[src/verilog/sysclk_consts.svh]
`ifndef SYSCLK_CONSTS_SVH
`define SYSCLK_CONSTS_SVH

// register byte addresses
`define SYSCLK_CTRL_ADDR     8'h00
`define FAST_OSC_CTRL_ADDR   8'h04
`define IRQ_STATUS_ADDR      8'h08
`define IRQ_CLEAR_ADDR       8'h0C
`define IRQ_ENABLE_ADDR      8'h10

// system clock control fields
`define SEL_MSB              7
`define SEL_LSB              5
`define HALT_FAST_KEEP_BIT   1
`define HALT_SLOW_KEEP_BIT   0

// fast oscillator control fields
`define FAST_STABLE_BIT      1
`define FAST_ENABLE_BIT      0

// interrupt status layout
`define IRQ_SWITCH_DONE_BIT  0
`define IRQ_FAST_STABLE_BIT  1
`define IRQ_HALT_ENTER_BIT   2
`define IRQ_WIDTH            3

// reset values
`define SEL_RESET            3'h0
`define FAST_KEEP_RESET      1'h0
`define SLOW_KEEP_RESET      1'h0
`define FAST_ENABLE_RESET    1'h1

// select code that picks the sub clock
`define SEL_SUB_CODE         3'h7

// fast divider chain length, reaches divide by 64
`define DIV_WIDTH            6

`endif

[src/verilog/sysclk_pkg.sv]
package sysclk_pkg;

    typedef enum logic [4:0] {
        MODE_RUN            = 5'b00001,
        MODE_SLEEP          = 5'b00010,
        MODE_IDLE_SLOW_ONLY = 5'b00100,
        MODE_IDLE_BOTH_OSC  = 5'b01000,
        MODE_IDLE_FAST_ONLY = 5'b10000
    } mode_e;

    typedef enum logic [2:0] {
        SW_RUN   = 3'b001,
        SW_DRAIN = 3'b010,
        SW_ALIGN = 3'b100
    } switch_e;

    typedef struct packed {
        // software visible
        logic [2:0]  sysclk_select;
        logic        halt_fast_osc_keep;
        logic        halt_slow_osc_keep;
        logic        fast_osc_enable;
        logic        fast_osc_stable_flag;
        logic [2:0]  irq_status;
        logic [2:0]  irq_enable;
        // mode and mux
        mode_e       mode;
        switch_e     sw_state;
        logic [2:0]  active_select;
        logic [5:0]  div_count;
        // pin synchronisers and filtered levels
        logic [2:0]  fast_rdy_sync;
        logic        fast_rdy_level;
        logic [2:0]  slow_rdy_sync;
        logic        slow_rdy_level;
        logic [2:0]  slow_clk_sync;
        logic        slow_clk_level;
        // bus
        logic        wr_pend;
        logic        rd_pend;
        logic [7:0]  addr;
        logic [31:0] hrdata;
    } state_s;

endpackage

[src/verilog/system_clock_mode_control.sv]
`timescale 1ns/1ps
`include "sysclk_consts.svh"

// What this block does
// - select codes 000..110 give fast clock over 1..64, code 111 gives sub clock
// - halt with both keep bits low enters sleep, stops cpu and sub clock
// - in sleep slow oscillator output runs only while watchdog is enabled
// - halt with fast keep low, slow keep high: slow runs, system clock only on 111
// - halt with both keep bits high keeps both oscillators and system clock running
// - halt with fast keep high, slow keep low: fast runs, system clock off on 111
// - fast keep bit 1 decides if fast oscillator runs while cpu is halted
// - slow keep bit 0 decides if sub clock runs while cpu is halted
// - slow mode runs sub clock from slow oscillator, fast clock follows its enable bit
// - new clock takes effect within four system periods plus source alignment
// - setting fast enable clears stable flag, then sets it once oscillator settles
// - in slow mode, fast enable bit 0 stops fast oscillator, 1 runs it
// - switch to sub clock completes only once slow oscillator is stable
// - unimplemented control bits read as zero
// - halt modes raise state_hold so core logic freezes memory, registers and port states
module system_clock_mode_control (
    // clock and reset
    input  wire logic        hclk,
    input  wire logic        hresetn,
    // ahb-lite slave
    input  wire logic        hsel,
    input  wire logic [7:0]  haddr,
    input  wire logic [1:0]  htrans,
    input  wire logic        hwrite,
    input  wire logic [2:0]  hsize,
    input  wire logic [31:0] hwdata,
    input  wire logic        hready,
    output logic             hreadyout,
    output logic             hresp,
    output logic [31:0]      hrdata,
    // cpu and system events, same clock
    input  wire logic        halt_exec,
    input  wire logic        wake_req,
    input  wire logic        wdt_enable,
    // oscillator pins, asynchronous
    input  wire logic        fast_osc_ready,
    input  wire logic        slow_osc_ready,
    input  wire logic        slow_osc_clk,
    // oscillator enables
    output logic             fast_osc_run,
    output logic             slow_osc_run,
    // clock gating and power state
    output logic             cpu_run,
    output logic             system_clock_tick,
    output logic             sub_clock_tick,
    output logic             fast_clock_tick,
    output logic             state_hold,
    output logic [4:0]       power_mode,
    // interrupt
    output logic             irq
);

    sysclk_pkg::state_s s_q;
    sysclk_pkg::state_s s_d;

    // ------------------------------------------------------------
    // helpers
    // ------------------------------------------------------------
    // a divided fast tick fires when the low bits of the shared chain are all ones
    function automatic logic src_tick(input logic [2:0] sel,
                                      input logic [5:0] cnt,
                                      input logic       fast_on,
                                      input logic       sub_t);
        logic [5:0] mask;
        mask = 6'h00;
        if (sel == `SEL_SUB_CODE) begin
            src_tick = sub_t;
        end else begin
            mask     = 6'((7'h01 << sel) - 7'h01);
            src_tick = fast_on && ((cnt & mask) == mask);
        end
    endfunction

    // a filtered level follows the pin only once the last two stages agree
    function automatic logic filt(input logic [2:0] sync, input logic level);
        filt = (sync[1] == sync[2]) ? sync[2] : level;
    endfunction

    // ------------------------------------------------------------
    // combinational next state
    // ------------------------------------------------------------
    logic       halted;
    logic       sub_tick;
    logic       fast_tick;
    logic       cur_tick;
    logic       tgt_tick;
    logic       tgt_ok;
    logic       mux_tick;
    logic       sys_on;
    logic       fast_on;
    logic       slow_on;
    logic       sub_on;
    logic       fast_en_rise;
    logic       addr_phase;
    logic [2:0] ev;
    logic [7:0] wb;

    always_comb begin
        s_d          = s_q;
        ev           = 3'h0;
        wb           = 8'h00;
        fast_en_rise = 1'b0;
        halted       = (s_q.mode != sysclk_pkg::MODE_RUN);

        // pin synchronisers, first stage feeds only the second
        s_d.fast_rdy_sync  = {s_q.fast_rdy_sync[1:0], fast_osc_ready};
        s_d.slow_rdy_sync  = {s_q.slow_rdy_sync[1:0], slow_osc_ready};
        s_d.slow_clk_sync  = {s_q.slow_clk_sync[1:0], slow_osc_clk};
        s_d.fast_rdy_level = filt(s_q.fast_rdy_sync, s_q.fast_rdy_level);
        s_d.slow_rdy_level = filt(s_q.slow_rdy_sync, s_q.slow_rdy_level);
        s_d.slow_clk_level = filt(s_q.slow_clk_sync, s_q.slow_clk_level);

        // oscillator and clock enables per power mode
        fast_on = 1'b0;
        slow_on = 1'b0;
        sub_on  = 1'b0;
        sys_on  = 1'b0;
        case (s_q.mode)
            sysclk_pkg::MODE_RUN: begin
                // fast keeps running while it feeds or is about to feed the cpu
                fast_on = s_q.fast_osc_enable
                       || (s_q.active_select != `SEL_SUB_CODE)
                       || (s_q.sysclk_select != `SEL_SUB_CODE);
                slow_on = 1'b1;
                sub_on  = 1'b1;
                sys_on  = 1'b1;
            end
            sysclk_pkg::MODE_SLEEP: begin
                slow_on = wdt_enable;
            end
            sysclk_pkg::MODE_IDLE_SLOW_ONLY: begin
                slow_on = 1'b1;
                sub_on  = 1'b1;
                sys_on  = (s_q.active_select == `SEL_SUB_CODE);
            end
            sysclk_pkg::MODE_IDLE_BOTH_OSC: begin
                fast_on = 1'b1;
                slow_on = 1'b1;
                sub_on  = 1'b1;
                sys_on  = 1'b1;
            end
            sysclk_pkg::MODE_IDLE_FAST_ONLY: begin
                fast_on = 1'b1;
                slow_on = 1'b1;
                sys_on  = (s_q.active_select != `SEL_SUB_CODE);
            end
            default: begin
                fast_on = 1'b0;
            end
        endcase

        // sub clock ticks on each filtered rising edge of the slow oscillator while sub_on is high
        sub_tick  = sub_on && slow_on && s_d.slow_clk_level && !s_q.slow_clk_level;
        fast_tick = fast_on;

        // single free running chain, every divided tick derives from it
        if (fast_on) begin
            s_d.div_count = s_q.div_count + 6'h01;
        end

        // glitch free mux: finish the current period, then wait for an aligned
        // target edge; the output is silent in between so no runt tick exists
        cur_tick = src_tick(s_q.active_select, s_q.div_count, fast_on, sub_tick);
        tgt_tick = src_tick(s_q.sysclk_select, s_q.div_count, fast_on, sub_tick);
        tgt_ok   = (s_q.sysclk_select == `SEL_SUB_CODE) ? s_q.slow_rdy_level
                                                         : fast_on;
        mux_tick = 1'b0;
        case (s_q.sw_state)
            sysclk_pkg::SW_RUN: begin
                mux_tick = cur_tick;
                if (!halted && s_q.sysclk_select != s_q.active_select) begin
                    s_d.sw_state = sysclk_pkg::SW_DRAIN;
                end
            end
            sysclk_pkg::SW_DRAIN: begin
                mux_tick = cur_tick;
                if (cur_tick) begin
                    s_d.sw_state = sysclk_pkg::SW_ALIGN;
                end
            end
            sysclk_pkg::SW_ALIGN: begin
                if (tgt_ok && tgt_tick) begin
                    mux_tick          = 1'b1;
                    s_d.active_select = s_q.sysclk_select;
                    s_d.sw_state      = sysclk_pkg::SW_RUN;
                    ev[`IRQ_SWITCH_DONE_BIT] = 1'b1;
                end
            end
            default: begin
                s_d.sw_state = sysclk_pkg::SW_RUN;
            end
        endcase

        // halt is taken only with the mux settled; keep bits pick the mode
        if (!halted && halt_exec && s_q.sw_state == sysclk_pkg::SW_RUN) begin
            ev[`IRQ_HALT_ENTER_BIT] = 1'b1;
            case ({s_q.halt_fast_osc_keep, s_q.halt_slow_osc_keep})
                2'b00:   s_d.mode = sysclk_pkg::MODE_SLEEP;
                2'b01:   s_d.mode = sysclk_pkg::MODE_IDLE_SLOW_ONLY;
                2'b11:   s_d.mode = sysclk_pkg::MODE_IDLE_BOTH_OSC;
                default: s_d.mode = sysclk_pkg::MODE_IDLE_FAST_ONLY;
            endcase
        end else if (halted && wake_req) begin
            s_d.mode = sysclk_pkg::MODE_RUN;
        end

        // ------------------------------------------------------------
        // ahb-lite slave: writes are zero wait, reads take one wait state
        // so that a read right after a write sees the written value
        // ------------------------------------------------------------
        addr_phase  = hsel && htrans[1] && hready;
        s_d.rd_pend = 1'b0;
        if (s_q.wr_pend) begin
            s_d.wr_pend = 1'b0;
            wb          = hwdata[7:0];
            if (s_q.addr == `SYSCLK_CTRL_ADDR) begin
                s_d.sysclk_select      = wb[`SEL_MSB:`SEL_LSB];
                s_d.halt_fast_osc_keep = wb[`HALT_FAST_KEEP_BIT];
                s_d.halt_slow_osc_keep = wb[`HALT_SLOW_KEEP_BIT];
            end else if (s_q.addr == `FAST_OSC_CTRL_ADDR) begin
                s_d.fast_osc_enable = wb[`FAST_ENABLE_BIT];
                fast_en_rise        = wb[`FAST_ENABLE_BIT] && !s_q.fast_osc_enable;
            end else if (s_q.addr == `IRQ_CLEAR_ADDR) begin
                s_d.irq_status = s_q.irq_status & ~wb[2:0];
            end else if (s_q.addr == `IRQ_ENABLE_ADDR) begin
                s_d.irq_enable = wb[2:0];
            end
        end else if (s_q.rd_pend) begin
            s_d.hrdata = 32'h0000_0000;
            if (s_q.addr == `SYSCLK_CTRL_ADDR) begin
                s_d.hrdata[`SEL_MSB:`SEL_LSB]   = s_q.sysclk_select;
                s_d.hrdata[`HALT_FAST_KEEP_BIT] = s_q.halt_fast_osc_keep;
                s_d.hrdata[`HALT_SLOW_KEEP_BIT] = s_q.halt_slow_osc_keep;
            end else if (s_q.addr == `FAST_OSC_CTRL_ADDR) begin
                s_d.hrdata[`FAST_STABLE_BIT] = s_q.fast_osc_stable_flag;
                s_d.hrdata[`FAST_ENABLE_BIT] = s_q.fast_osc_enable;
            end else if (s_q.addr == `IRQ_STATUS_ADDR) begin
                s_d.hrdata[2:0] = s_q.irq_status;
            end else if (s_q.addr == `IRQ_ENABLE_ADDR) begin
                s_d.hrdata[2:0] = s_q.irq_enable;
            end
        end
        if (addr_phase) begin
            s_d.addr    = haddr;
            s_d.wr_pend = hwrite;
            s_d.rd_pend = !hwrite;
        end

        // stable flag: cleared on the enabling write, set when the pin settles
        if (fast_en_rise || !fast_on) begin
            s_d.fast_osc_stable_flag = 1'b0;
        end else if (s_q.fast_rdy_level) begin
            s_d.fast_osc_stable_flag = 1'b1;
        end
        ev[`IRQ_FAST_STABLE_BIT] = s_d.fast_osc_stable_flag && !s_q.fast_osc_stable_flag;

        // sticky events; a set in the clearing cycle wins
        s_d.irq_status = s_d.irq_status | ev;
    end

    // ------------------------------------------------------------
    // state register
    // ------------------------------------------------------------
    always_ff @(posedge hclk or negedge hresetn) begin
        if (!hresetn) begin
            s_q                      <= '0;
            s_q.sysclk_select        <= `SEL_RESET;
            s_q.halt_fast_osc_keep   <= `FAST_KEEP_RESET;
            s_q.halt_slow_osc_keep   <= `SLOW_KEEP_RESET;
            s_q.fast_osc_enable      <= `FAST_ENABLE_RESET;
            s_q.active_select        <= `SEL_RESET;
            s_q.mode                 <= sysclk_pkg::MODE_RUN;
            s_q.sw_state             <= sysclk_pkg::SW_RUN;
        end else begin
            s_q <= s_d;
        end
    end

    // ------------------------------------------------------------
    // outputs
    // ------------------------------------------------------------
    assign hreadyout         = !s_q.rd_pend;
    assign hresp             = 1'b0;
    assign hrdata            = s_q.hrdata;
    assign fast_osc_run      = fast_on;
    assign slow_osc_run      = slow_on;
    assign cpu_run           = !halted;
    assign system_clock_tick = sys_on && mux_tick;
    assign sub_clock_tick    = sub_tick;
    assign fast_clock_tick   = fast_tick;
    // core logic freezes its storage and port drivers while this is high
    assign state_hold        = halted;
    assign power_mode        = s_q.mode;
    assign irq               = |(s_q.irq_status & s_q.irq_enable);

endmodule // system_clock_mode_control

[config.mk]
export PLATFORM = sky130hd
export DESIGN_NAME = system_clock_mode_control
export DESIGN_NICKNAME = d
export VERILOG_FILES = /design/src/verilog/sysclk_pkg.sv /design/src/verilog/system_clock_mode_control.sv
export VERILOG_INCLUDE_DIRS = /design/src /design/src/verilog
export SDC_FILE = /design/constraint.sdc
export NUM_CORES = 1
export LEC_CHECK = 0
export BUFFER_PORTS_ARGS = -buffer_cell sky130_fd_sc_hd__buf_2
export CORE_MARGIN = 2
export CORE_UTILIZATION = 46
export CTS_CLUSTER_SIZE = 30
export DETAILED_ROUTE_END_ITERATION = 10
export PLACE_DENSITY = 0.85
export SYNTH_ARGS = -nofsm -noshare
export SYNTH_HDL_FRONTEND = slang
export SYNTH_SLANG_ARGS = --single-unit
[constraint.sdc]
create_clock -name hclk -period 2.4 [get_ports hclk]
set_input_delay 0.12 -clock hclk [delete_from_list [all_inputs] [get_ports hclk]]
set_output_delay 0.12 -clock hclk [all_outputs]
set_load 0.01 [all_outputs]
==> metrics.md <==
| Metric | Value |
|---|---|
| Startpoint types | `flip-flop` |
| Layout cells sized above 1 | `0.3263` |
| WP buf/inv | `1` |
| Crit path max fanout | `2` |
| Max Clock Skew | `0.009153 ns` |
| Register area share after synthesis | `0.4508` |
| Rows | `30` |
| Endpoint type of the worst setup path | `output pin` |
| Largest cells by area after synthesis | `dfrtp_1, buf_4, mux2_2` |
| Clk sink count | `58` |
| Critical path's largest stage delay | `roughly 0.4 ns` |
| Via count | `2443` |
| Complex-gate fraction of the synthesized area | `0.1248` |
| Mapped Avg Cell Area | `10.18 um2` |
| Initial antenna violation count | `0` |
| Hold depth | `2` |
| Fin. Hold Viols | `0` |
| Mapped Cells | `317` |
| Max Clk Rate | `0.3958 GHz` |
| Final count of negative-setup-slack endpoints | `1` |
| Post-synthesis xor/xnor area fraction | `0.03256` |
| Post-Syn Area | `3228 um2` |
| Required time worst endpoint | `2.28 ns` |
| Vias in the first global route | `2441` |
| Unrepaired setup endpoints after global routing | `true` |
| TritonCTS Buffers | `9` |
| Leakage | `1.749 nW` |
| PortBufs | `45` |
| Total negative slack | `-0.1263 ns` |
| CP Depth | `7` |
| H-tree level count | `3` |
| Most common cell in the netlist | `dfrtp_1` |
| Post-synth EDFFs | `0` |
| WS Path Type | `reg2out` |
| DR pass1 iterations | `5` |
| Worst endpoint data arrival time | `approximately 2.4 ns` |
| Routed WL per cell | `14.51 um` |
| Min-Delay Path Class | `in2reg` |
| Slew HR | `0.5510` |
| Starting Density | `0.4751` |
| Total track usage | `0.1930` |
| Post-Place Setup Slack | `0.01413 ns` |
| R2R depth | `7` |
| Core area | `just under 7000 um2` |
| Clock latency on the worst-skew pair | `0.34 ns` |
| VDD IR-drop max | `between 0.5 and 0.6 mV` |
| Post-DP HPWL | `between 4 and 5 mm` |
| YS warnings | `0` |
| Post-synth ARST share | `1.000` |
| Slew Limit Fails | `0` |
| Io pins | `103` |
| Multiplexer share of the synthesized area | `0.07946` |
| Synth Area in Adders | `0.02093` |
| Final Power | `3.499 mW` |
| Layout area overhead | `16.82%` |
| Core Util, Final | `0.5551` |
| Drc violations | `0` |
| Drt initial violations | `194` |
| Reg clk slew, reported paths | `0.07 ns` |
| CP max stage cell | `a2111oi_4` |
| Final #Nets | `431` |
| Yosys top cell area share | `0.4264` |
| Fin worst setup slack | `-0.1263 ns` |
| Max_cap viols | `0` |
| Violated checks | `setup timing` |
| Seq cells post-synth | `58` |
| Crit share post-route | `1.053` |
| Via density per instance | `5.165` |
| CP top delay family | `compound AO/OA/AOI/OAI gates` |
| First-pass GRT wire length | `11.31 mm` |
| Largest net degree at the start of global routing | `32` |
| Period minus WS final | `2.526 ns` |
| Die X | `87.77 um` |
| Pwr Density | `927.9 nW/um2` |
| Antenna viol nets, final | `0` |
| Largest family of logic cells by synthesized area | `simple AND/OR/NAND/NOR gates` |
| Total grt overflow | `0` |
| Commonest cells post-synth | `dfrtp_1, buf_4, nand2_1` |
| Cells along the critical path | `or3_1, ha_2, a32o_2, a2111oi_4, a31oi_4, o32ai_2, buf_2` |
| Synth area leader | `dfrtp_1` |
| Post-synth cell types | `61` |
| Die area | `around 7700 um2` |
| Tightest Pin Transition | `0.6736 ns` |
| CTS tree | `done` |
| Clk buf depth | `2` |
| ANT cells | `0` |
| Outcome | `finished, violations left` |
| Post-Route WL | `6.862 mm` |
| Synth Area in Simple Gates | `0.1574` |
| Chip height | `87.77 um` |
| Root Buffer | `clkbuf_8` |
| Main flop type after synthesis | `dfrtp_1` |
| Final GP Congestion | `about 0.8` |
## worst register-to-register path, delay by kind of cell (launching register included)
family / cells / cell delay, ns
AO/OA/AOI/OAI: 3 / 0.82
adder cells (fa/ha/maj): 1 / 0.19
buffers and inverters: 1 / 0.17
flip-flops: 1 / 0.37
multiplexers: 1 / 0.29
AND/OR/NAND/NOR: 1 / 0.38
## placed cells by master (no fill, tap or decap), drive strengths merged, types with 4 or more instances in the layout
cell	netlist	routed
nand3	5	5
conb	1	27
mux2	20	20
a31oi	4	4
nand2b	11	11
xnor2	5	5
nor4	4	4
nor3	8	8
o21ai	13	13
nand4	5	5
clkbuf	6	12
dfrtp	55	55
buf	46	63
a21oi	6	6
nor2	16	16
nand2	32	32
xor2	7	7
dlygate4sd3	0	7
inv	17	17
## final timing paths
kind,startpoint,endpoint,slack (ns)
max,s_q[81]$_DFFE_PN0P_,system_clock_tick,-0.13
min,haddr[4],s_q[36]$_DFFE_PN0P_,0.008
max reg2reg,s_q[81]$_DFFE_PN0P_,s_q[60]$_DFFE_PN0P_,0.07
min reg2reg,s_d[44]$_DFF_PN0_,s_d[45]$_DFF_PN0_,0.35
max in group asynchronous,hresetn,s_d[52]$_DFF_PN0_,1.45
min in group asynchronous,hresetn,s_q[76]$_DFF_PN0_,0.35
## power by group
part | switching, mW | leakage [nW] | internal [mW]
Sequential | 0.210 | 0.710 | 1.15
Clock | 0.388 | 0.0944 | 0.455
Combinational | 0.686 | 0.944 | 0.610
Total | 1.28 | 1.75 | 2.22
## what timing repair did
item,in CTS,in global routing
hold buffers,7,0
pin swaps,7,0
resized for setup,8,5
buffers inserted,7,2
setup endpoints to repair,1,4
endpoints found under the hold margin,31,0
## cell families after synthesis
| logic type | Yosys count |
|---|---|
| buf+inv | 69 |
| other cells | 1 |
| compound gates | 52 |
| mux | 22 |
| flops | 58 |
| xor+xnor | 12 |
| simple gates | 97 |
| fa+ha+maj | 6 |
## per-stage QoR
| stage | hold WS (ns) | area (um2) | instances |
|---|---|---|---|
| after floorplan | -0.1756 | 3326 | 343 |
| after global placement | 0.1670 | 3393 | 442 |
| after detailed placement | 0.1846 | 3393 | 442 |
| after CTS | 0.001673 | 3746 | 472 |
| after global routing | 0.01404 | 3771 | 473 |
| final | 0.007613 | 3771 | 473 |
## registers in the layout (all words and copies together), names as in the netlist
signal and cells:
hrdata 6, s_d 6, power_mode 5, s_q 41
## layer usage
layer  track usage  part of all wire  up-vias
li1              -                 -     1153
met1        0.2280              0.41     1182
met2        0.3271              0.51       88
met3       0.03770             0.051       20
met4        0.1119             0.029        0
met5             0                 0        -
## final cells by class
cell class                      instances  area (um2)
Fill cell                             589        3023
Multi-Input combinational cell        216        1484
Sequential cell                        58        1455
Timing Repair Buffer                   70       457.9
Clock buffer                           12       165.2
Tap cell                               96       120.1
Inverter                               17       63.81
Clock inverter                          4       25.02
(Power assumes the default switching activity.)
